File: src/tpwm_cfg.svh
// Offsets, field positions, reset values and widths of the PWM timing unit
`ifndef TPWM_CFG_SVH
`define TPWM_CFG_SVH

// ----------------------------------------
// Bus widths
// ----------------------------------------
`define TPWM_ADDR_W 8
`define TPWM_DATA_W 32

// ----------------------------------------
// Register byte offsets
// ----------------------------------------
`define TPWM_OFS_HALF_PERIOD 8'h00
`define TPWM_OFS_DEAD_TIME 8'h04
`define TPWM_OFS_MIN_PULSE 8'h08
`define TPWM_OFS_SYNC_WIDTH 8'h0c
`define TPWM_OFS_DUTY_A 8'h10
`define TPWM_OFS_DUTY_B 8'h14
`define TPWM_OFS_DUTY_C 8'h18
`define TPWM_OFS_OUT_SEL 8'h1c
`define TPWM_OFS_MODE 8'h20
`define TPWM_OFS_STATUS 8'h24

// ----------------------------------------
// Field positions and reset values
// ----------------------------------------
`define TPWM_MODE_DOUBLE_BIT 6
`define TPWM_STAT_HALF_BIT 3
`define TPWM_STAT_RUN_BIT 0
`define TPWM_SEG_DIS_BIT 0
`define TPWM_SEG_XOVER_BIT 6
`define TPWM_SYNC_W_RST 8'h27
`define TPWM_SEL_RST 9'h000

`endif

File: src/tpwm_pkg.sv
// Types shared by the PWM timing unit and its bench
`include "tpwm_cfg.svh"

package tpwm_pkg;

	// ----------------------------------------
	// Bus request carrier
	// ----------------------------------------
	typedef struct packed {
		logic psel;
		logic penable;
		logic pwrite;
		logic [`TPWM_ADDR_W-1:0] paddr;
		logic [`TPWM_DATA_W-1:0] pwdata;
	} tpwm_apb_req_s;

	// ----------------------------------------
	// Gate drive carrier, index 0 is phase a
	// ----------------------------------------
	typedef struct packed {
		logic [2:0] upper;
		logic [2:0] lower;
	} tpwm_drive_s;

	// ----------------------------------------
	// Half of the switching period
	// ----------------------------------------
	typedef enum logic {
		TPWM_HALF_FIRST = 1'b0,
		TPWM_HALF_SECOND = 1'b1
	} tpwm_half_e;

endpackage

File: src/tpwm_top.sv
// Three-phase center-based PWM timing unit with APB register slave
// Notes on behaviour
// - Each complementary pair gets a dead gap between turn-off and turn-on.
// - Dead gap equals dead-time value times two clock periods.
// - Dead-time register is ten bits wide, up to 0x3ff.
// - Dead-time zero makes complementary edges coincide.
// - Mode bit 6 clear selects single update, set selects double update.
// - Update-mode bit reads clear after reset.
// - Single mode: one sync per period, its rising edge loads all values.
// - Output selection is taken into the output stage at that edge too.
// - Double mode adds a midpoint sync which reloads everything.
// - Status bit 3 is zero in first half, one in second half.
// - Sync stays high sync-width value plus one clocks.
// - Sync-width register resets to 0x27.
// - Sync recurs per period, twice per period in double mode.
// - Duty value sets high-side on-time per half period.
// - Pulses are centered in the period in single mode.
// - Every edge is shifted by dead-time value clock periods.
// - On-times: 2*(duty-dt) high side, 2*(half-duty-dt) low side.
// - On-times are limited to zero through the full period.
// - Double mode on-times and period sum the two half values.
// - Double mode uses the dead time latched for each half.
// - Nothing runs until half-period and three duty registers are written.
// - First sync 1.5 half-periods after start single, one half-period double.
// - Timer counts system clocks, half-period value is clocks per half.
// - Each sync raises an interrupt request pulse.
//
// Chosen here: the register offsets and the APB slave port.
`timescale 1ns/1ps
`include "tpwm_cfg.svh"

module tpwm_top #(
	parameter int CNT_W = 16,
	parameter int DT_W = 10,
	parameter int SW_W = 8,
	parameter int SEL_W = 9
) (
	// Clock and reset
	input wire logic clk_sys,
	input wire logic reset,
	// Register bus
	input tpwm_pkg::tpwm_apb_req_s apb_req,
	output logic [`TPWM_DATA_W-1:0] prdata,
	output logic pready,
	output logic pslverr,
	// Gate drives and sync
	output tpwm_pkg::tpwm_drive_s drive,
	output logic period_sync_pulse,
	output logic sync_irq
);
	import tpwm_pkg::*;

	localparam int SW = CNT_W + 2;

	// ----------------------------------------
	// Software registers
	// ----------------------------------------
	logic [CNT_W-1:0] half_period_count_reg;
	logic [DT_W-1:0] dead_time_reg;
	logic [CNT_W-1:0] min_pulse_width_reg;
	logic [SW_W-1:0] sync_pulse_width_reg;
	logic [CNT_W-1:0] duty_reg [3];
	logic [SEL_W-1:0] output_selection_reg;
	logic double_mode_reg;
	logic [3:0] written_reg;

	// ----------------------------------------
	// Bus slave
	// ----------------------------------------
	logic setup_w;
	logic write_w;
	logic hit_next;
	logic [`TPWM_DATA_W-1:0] rdata_next;
	logic hit_reg;
	logic [`TPWM_DATA_W-1:0] prdata_reg;

	// Timing state, declared here for status readback
	logic started_reg;
	tpwm_half_e half_reg;

	assign setup_w = apb_req.psel & ~apb_req.penable;
	assign write_w = apb_req.psel & apb_req.penable & apb_req.pwrite;
	// Always ready: read data is captured in the setup cycle
	assign pready = 1'b1;
	assign pslverr = apb_req.psel & apb_req.penable & ~hit_reg;
	assign prdata = prdata_reg;

	always_comb begin
		hit_next = 1'b1;
		rdata_next = '0;
		unique case (apb_req.paddr)
			`TPWM_OFS_HALF_PERIOD: rdata_next[CNT_W-1:0] = half_period_count_reg;
			`TPWM_OFS_DEAD_TIME: rdata_next[DT_W-1:0] = dead_time_reg;
			`TPWM_OFS_MIN_PULSE: rdata_next[CNT_W-1:0] = min_pulse_width_reg;
			`TPWM_OFS_SYNC_WIDTH: rdata_next[SW_W-1:0] = sync_pulse_width_reg;
			`TPWM_OFS_DUTY_A: rdata_next[CNT_W-1:0] = duty_reg[0];
			`TPWM_OFS_DUTY_B: rdata_next[CNT_W-1:0] = duty_reg[1];
			`TPWM_OFS_DUTY_C: rdata_next[CNT_W-1:0] = duty_reg[2];
			`TPWM_OFS_OUT_SEL: rdata_next[SEL_W-1:0] = output_selection_reg;
			`TPWM_OFS_MODE: rdata_next[`TPWM_MODE_DOUBLE_BIT] = double_mode_reg;
			`TPWM_OFS_STATUS: begin
				rdata_next[`TPWM_STAT_HALF_BIT] = half_reg;
				rdata_next[`TPWM_STAT_RUN_BIT] = started_reg;
			end
			default: hit_next = 1'b0;
		endcase
	end

	always_ff @(posedge clk_sys) begin
		if (reset) begin
			hit_reg <= 1'b0;
			prdata_reg <= '0;
		end else if (setup_w) begin
			hit_reg <= hit_next;
			prdata_reg <= apb_req.pwrite ? '0 : rdata_next;
		end
	end

	always_ff @(posedge clk_sys) begin
		if (reset) begin
			half_period_count_reg <= '0;
			dead_time_reg <= '0;
			min_pulse_width_reg <= '0;
			sync_pulse_width_reg <= `TPWM_SYNC_W_RST;
			duty_reg[0] <= '0;
			duty_reg[1] <= '0;
			duty_reg[2] <= '0;
			output_selection_reg <= `TPWM_SEL_RST;
			double_mode_reg <= 1'b0;
		end else if (write_w) begin
			unique case (apb_req.paddr)
				`TPWM_OFS_HALF_PERIOD:
					half_period_count_reg <= apb_req.pwdata[CNT_W-1:0];
				`TPWM_OFS_DEAD_TIME:
					dead_time_reg <= apb_req.pwdata[DT_W-1:0];
				`TPWM_OFS_MIN_PULSE:
					min_pulse_width_reg <= apb_req.pwdata[CNT_W-1:0];
				`TPWM_OFS_SYNC_WIDTH:
					sync_pulse_width_reg <= apb_req.pwdata[SW_W-1:0];
				`TPWM_OFS_DUTY_A: duty_reg[0] <= apb_req.pwdata[CNT_W-1:0];
				`TPWM_OFS_DUTY_B: duty_reg[1] <= apb_req.pwdata[CNT_W-1:0];
				`TPWM_OFS_DUTY_C: duty_reg[2] <= apb_req.pwdata[CNT_W-1:0];
				`TPWM_OFS_OUT_SEL:
					output_selection_reg <= apb_req.pwdata[SEL_W-1:0];
				`TPWM_OFS_MODE:
					double_mode_reg <= apb_req.pwdata[`TPWM_MODE_DOUBLE_BIT];
				default: begin
				end
			endcase
		end
	end

	// Marks which of the four start registers have seen a write
	always_ff @(posedge clk_sys) begin
		if (reset) begin
			written_reg <= '0;
		end else if (write_w) begin
			unique case (apb_req.paddr)
				`TPWM_OFS_DUTY_A: written_reg[0] <= 1'b1;
				`TPWM_OFS_DUTY_B: written_reg[1] <= 1'b1;
				`TPWM_OFS_DUTY_C: written_reg[2] <= 1'b1;
				`TPWM_OFS_HALF_PERIOD: written_reg[3] <= 1'b1;
				default: begin
				end
			endcase
		end
	end

	// ----------------------------------------
	// Main timer
	// ----------------------------------------
	logic [CNT_W-1:0] pos_reg;
	logic [CNT_W-1:0] tm_l_reg;
	logic [DT_W-1:0] dt_l_reg;
	logic [SW_W-1:0] sw_l_reg;
	logic [CNT_W-1:0] duty_l_reg [3];
	logic [SEL_W-1:0] sel_l_reg;
	logic start_w;
	logic wrap_w;
	logic sync_start_w;
	logic load_w;

	assign start_w = ~started_reg & (&written_reg);
	// A zero half period wraps every clock instead of hanging
	assign wrap_w = started_reg &
		(({1'b0, pos_reg} + (CNT_W+1)'(1)) >= {1'b0, tm_l_reg});
	// Period start always, midpoint only in double mode
	assign sync_start_w = wrap_w &
		((half_reg == TPWM_HALF_SECOND) | double_mode_reg);
	assign load_w = start_w | sync_start_w;

	always_ff @(posedge clk_sys) begin
		if (reset) begin
			started_reg <= 1'b0;
			half_reg <= TPWM_HALF_FIRST;
			pos_reg <= '0;
		end else if (start_w) begin
			started_reg <= 1'b1;
			// Enter mid-period in double mode, a quarter period in single mode, so the first sync lands on time
			if (double_mode_reg) begin
				half_reg <= TPWM_HALF_SECOND;
				pos_reg <= '0;
			end else begin
				half_reg <= TPWM_HALF_FIRST;
				pos_reg <= half_period_count_reg >> 1;
			end
		end else if (wrap_w) begin
			pos_reg <= '0;
			half_reg <= (half_reg == TPWM_HALF_FIRST) ?
				TPWM_HALF_SECOND : TPWM_HALF_FIRST;
		end else if (started_reg) begin
			pos_reg <= pos_reg + 1'b1;
		end
	end

	// Staged values only move into the timing unit at start and at sync edges
	always_ff @(posedge clk_sys) begin
		if (reset) begin
			tm_l_reg <= '0;
			dt_l_reg <= '0;
			sw_l_reg <= `TPWM_SYNC_W_RST;
			duty_l_reg[0] <= '0;
			duty_l_reg[1] <= '0;
			duty_l_reg[2] <= '0;
		end else if (load_w) begin
			tm_l_reg <= half_period_count_reg;
			dt_l_reg <= dead_time_reg;
			sw_l_reg <= sync_pulse_width_reg;
			duty_l_reg[0] <= duty_reg[0];
			duty_l_reg[1] <= duty_reg[1];
			duty_l_reg[2] <= duty_reg[2];
		end
	end

	always_ff @(posedge clk_sys) begin
		if (reset) begin
			sel_l_reg <= `TPWM_SEL_RST;
		end else if (load_w) begin
			sel_l_reg <= output_selection_reg;
		end
	end

	// ----------------------------------------
	// Sync pulse
	// ----------------------------------------
	logic [SW_W:0] sync_left_reg;
	logic sync_reg;
	logic irq_reg;

	always_ff @(posedge clk_sys) begin
		if (reset) begin
			sync_left_reg <= '0;
			sync_reg <= 1'b0;
		end else if (sync_start_w) begin
			sync_left_reg <= {1'b0, sync_pulse_width_reg} + (SW_W+1)'(1);
			sync_reg <= 1'b1;
		end else begin
			if (sync_left_reg != '0)
				sync_left_reg <= sync_left_reg - 1'b1;
			sync_reg <= (sync_left_reg > (SW_W+1)'(1));
		end
	end

	always_ff @(posedge clk_sys) begin
		if (reset)
			irq_reg <= 1'b0;
		else
			irq_reg <= sync_start_w;
	end

	assign period_sync_pulse = sync_reg;
	assign sync_irq = irq_reg;

	// ----------------------------------------
	// Per-channel timing and output control
	// ----------------------------------------
	logic [2:0] th_w;
	logic [2:0] tl_w;
	tpwm_drive_s drive_next;
	tpwm_drive_s drive_reg;

	genvar gi;
	generate
		for (gi = 0; gi < 3; gi++) begin : g_ch
			localparam int DH = `TPWM_SEG_DIS_BIT + 5 - 2 * gi;
			localparam int DL = `TPWM_SEG_DIS_BIT + 4 - 2 * gi;
			localparam int XO = `TPWM_SEG_XOVER_BIT + 2 - gi;
			logic signed [SW-1:0] p;
			logic signed [SW-1:0] tm;
			logic signed [SW-1:0] du;
			logic signed [SW-1:0] dt;
			logic hi;
			logic lo;
			assign p = $signed({2'b00, pos_reg});
			assign tm = $signed({2'b00, tm_l_reg});
			assign du = $signed({2'b00, duty_l_reg[gi]});
			assign dt = $signed({{(SW-DT_W){1'b0}}, dt_l_reg});
			// Up half ends with the high pulse, down half starts with it;
			// each edge moves out by dt, so the gap per edge is 2*dt
			// Signed compares give 0 and 100 percent limits for free
			always_comb begin
				if (half_reg == TPWM_HALF_FIRST) begin
					hi = p >= tm - du + dt;
					lo = p < tm - du - dt;
				end else begin
					hi = p < du - dt;
					lo = p >= du + dt;
				end
			end
			assign th_w[gi] = hi;
			assign tl_w[gi] = lo;
			assign drive_next.upper[gi] = started_reg & ~sel_l_reg[DH] &
				(sel_l_reg[XO] ? lo : hi);
			assign drive_next.lower[gi] = started_reg & ~sel_l_reg[DL] &
				(sel_l_reg[XO] ? hi : lo);
		end
	endgenerate

	// Gated by start so the drives stay low while idle
	always_ff @(posedge clk_sys) begin
		if (reset)
			drive_reg <= '0;
		else
			drive_reg <= drive_next;
	end

	assign drive = drive_reg;

	logic [SW_W+1:0] hcnt_reg;
	always_ff @(posedge clk_sys) begin
		if (reset)
			hcnt_reg <= '0;
		else if (sync_reg)
			hcnt_reg <= hcnt_reg + 1'b1;
		else
			hcnt_reg <= '0;
	end
endmodule
File: config.mk
export PLATFORM = sky130hd
export DESIGN_NAME = tpwm_top
export DESIGN_NICKNAME = d
export VERILOG_FILES = /design/src/tpwm_pkg.sv /design/src/tpwm_top.sv
export VERILOG_INCLUDE_DIRS = /design/src /design/src/src
export SDC_FILE = /design/constraint.sdc
export NUM_CORES = 1
export LEC_CHECK = 0
export ABC_CLOCK_PERIOD_IN_PS = 6000
export BUFFER_PORTS_ARGS = -buffer_cell sky130_fd_sc_hd__buf_2
export CAP_MARGIN = 20
export CORE_ASPECT_RATIO = 1.4
export CORE_MARGIN = 8
export CORE_UTILIZATION = 45
export DETAILED_ROUTE_END_ITERATION = 10
export PLACE_DENSITY = 0.71
export SLEW_MARGIN = 20
export SYNTH_ARGS = -nofsm -noshare
export SYNTH_HDL_FRONTEND = slang
export SYNTH_SLANG_ARGS = --single-unit
File: constraint.sdc
create_clock -name clk_sys -period 6 [get_ports clk_sys]
set_input_delay 0.9 -clock clk_sys [delete_from_list [all_inputs] [get_ports clk_sys]]
set_output_delay 0.9 -clock clk_sys [all_outputs]
set_load 0.01 [all_outputs]
==> reports/qor.yml <==
outcome:
  status: "completed"
clock_tree:
  cts-root-buf: "clkbuf_16"
  cts_max_level: 1
  clock_sinks: 247
  tritoncts: "built"
  cts.clk_slew.worst_paths_ns: 0.07
  cts_buffer_depth: 3
  cts.hold.buffers_added: 0
  clk_latency_ns: 0.53
  cts-buffers-inserted: 23
finish:
  final_util_pct: 49.55
  syn_to_final_growth_pct: 9.192
  nets: 3300
  drive_gt1_share_pct: 8.640
  diodes: 0
  final_common_cell: "ha_1"
  mostFrequentLayoutCells: "ha_1, nand2_1, a21oi_1"
floorplanning:
  die_x_um: 209.3
  ioPinCount: 87
  core-area_sq_mm: 0.05190
  die-area_sq_mm: 0.06001
  rows: 99
  die_y_um: 286.7
  initial_core_util_pct: 45.37
sta:
  fin_crit_ns: 5.789
  fin_ws_ns: 0.2114
  skew_ns: 0.02358
  rsz0062_at_grt: "yes"
  fmaxAchievable_mhz: 172.8
  period_share_pct: 96.48
  timing_hold_violations_final: 0
  slew_viol_final: 0
  relSlewSlack_pct: 35.20
  setup_viol: 0
  tightest_slew_ns: 0.9646
grt:
  track_usage_pct: 24.87
  grt-ovfl-total: 0
  grt_pass1_wl_um: 118100
  antenna_found_initial: 0
  grtUsageMet1_pct: 24.97
  grt_busiest_layer: "met2"
  use_met3_pct: 2.730
  grt_pass1_vias: 21880
  grt_start_max_net_pins: 81
  use_met2_pct: 46.34
logic_synthesis:
  ys.flop_type: "dfxtp_1"
  ys_types: 90
  synthArstFlopShare_pct: 0
  syn_area_sq_mm: 0.02355
  ys_ff_latch: 247
  postSynthCellCount: 2803
  yosys_warnings: 0
  synth_edf_count: 96
  seq_area_frac_synth_pct: 25.08
  avgSynthCellArea_sq_um: 8.402
place:
  dp_hpwl_um: 62180
  place_congestion: 0.9633
  dp_slack_ns: -0.01988
  portBuffers: 53
detailed_routing:
  drt-initial-drc-count: 1429
  ant_nets: 0
  wirelength_um: 77220
  drc: 0
  vias: 21340
  wl_per_cell_um: 21.83
  dr.pass1.iters: 6
  via_per_inst: 6.030
run:
  maxCapViolCount: 0
critical_path:
  start_kind: "register"
  path_common_cell: "a21oi_2"
  crit_type: "reg -> reg"
  slowest_stage: "edfxtp_1"
  path_max_fanout: 3
  critical_path_required_ns: 6.40
  arrival_ns: 6.19
  max_stage_delay_ns: 0.43
  end_kind: "register"
pwr:
  power_density_mw_per_mm2: 155.1
  ir_worst_vdd_mv: 0.2746
  power.leakage_nw: 11.28
min_path:
  worst_hold_path_type: "reg -> reg"
-- worst paths after layout --
| path | from | end | slack [ns] | depth (start not counted) |
|---|---|---|---|---|
| setup reg to reg | duty_l_reg[0][0] | drive[3] | 0.21 | 26 |
| hold / removal | sel_l_reg[3] | drive[4] | 0.45 | 1 |
| hold reg to reg | sel_l_reg[3] | drive[4] | 0.45 | 1 |
| setup / recovery | duty_l_reg[0][0] | drive[3] | 0.21 | 26 |
-- through the flow --
step	TNS (ns)	hold WS [ns]	instances	area, sq um	total power, mW
2_1_floorplan	0	0.4083	2818	23610	2.409
3_3_place_gp	-0.02254	0.4344	3488	24780	2.571
3_5_place_dp	-0.01988	0.4435	3488	24790	2.601
4_1_cts	0	0.4493	3529	25510	3.980
5_1_grt	-0.1383	0.4736	3538	25710	4.141
6_report	0	0.4485	3538	25710	3.988
-- metal layers --
metal  wire, um  vias up
met4       6614        0
met3       3610      281
met2      39200      774
li1           -    10120
met1      27790    10170
met5          0        -
-- kinds of logic (layout without fill, tap and decap cells) --
group / count (synthesis) / in the layout / synth area share [%]
AND/OR/NAND/NOR: 913 / 913 / 19.15
XOR/XNOR: 215 / 215 / 7.996
AO/OA/AOI/OAI: 692 / 692 / 19.08
other: 2 / 17 / 0.03189
buffers and inverters: 288 / 352 / 4.968
flip-flops: 247 / 247 / 25.08
adder cells (fa/ha/maj): 389 / 389 / 21.15
multiplexers: 57 / 57 / 2.545
-- repair_timing --
| item | 4_1_cts | 5_1_grt |
|---|---|---|
| gates cloned | 0 | 0 |
| endpoints found under the hold margin | 0 | 0 |
| resized for setup | 2 | 35 |
| setup buffers | 0 | 9 |
| pin swaps | 0 | 15 |
| setup endpoints to repair | 2 | 6 |
-- worst max-delay path: cells and delay by family (launching register included) --
kind | cells | cell delay, ns
simple gates | 9 | 1.92
compound gates | 11 | 1.74
flops | 1 | 0.43
fa+ha+maj | 4 | 1.21
xor+xnor | 2 | 0.35
-- synthesized netlist by cell type, types with 9 or more instances --
cell type  number  area share, %
nor2b_1        50            1.3
nand3_1        66            1.4
o2111ai_1      10           0.37
xor2_1         54            2.0
nand3b_1       10           0.32
inv_1         168            2.7
or2_2           9           0.24
a211oi_1       23           0.73
edfxtp_1       96             12
a21oi_1       235            5.0
a2111oi_0       9           0.33
o21a_1         25           0.80
a31oi_1        19           0.50
nand2_1       237            3.8
and2_1         73            1.9
ha_1          374             20
o31ai_1        14           0.45
a221oi_1       13           0.48
buf_4          17           0.54
and3_1         20           0.53
fa_1           15            1.3
o211ai_1       14           0.45
nor4_1         16           0.43
dfxtp_1       151             13
a22oi_1        20           0.64
nor2_1        222            3.5
clkbuf_1       85            1.4
o21bai_1       17           0.54
nand4_1        33           0.88
nor3_1         58            1.2
xnor2_1       161            6.0
o22ai_1        10           0.27
or3_1          17           0.45
o21ai_0       122            2.6
a21o_1         76            2.4
nand2b_1       60            1.6
mux2i_1        52            2.2
-- where the power goes --
part / total, mW / internal, mW / switching (mW)
clock: 1.41 / 0.749 / 0.657
sequential: 1.85 / 1.79 / 0.0565
combinational: 0.732 / 0.297 / 0.435
total: 3.99 / 2.84 / 1.15
-- layout make-up --
| type | instances | area, sq um |
|---|---|---|
| Fill cell | 4890 | 26190 |
| Multi-Input combinational cell | 2283 | 16710 |
| Sequential cell | 247 | 5907 |
| Timing Repair Buffer | 142 | 935.9 |
| Tap cell | 656 | 820.8 |
| Inverter | 169 | 634.4 |
| Clock buffer | 29 | 628.1 |
| Clock inverter | 12 | 81.33 |
No activity file was read; power rests on OpenSTA's default activity.
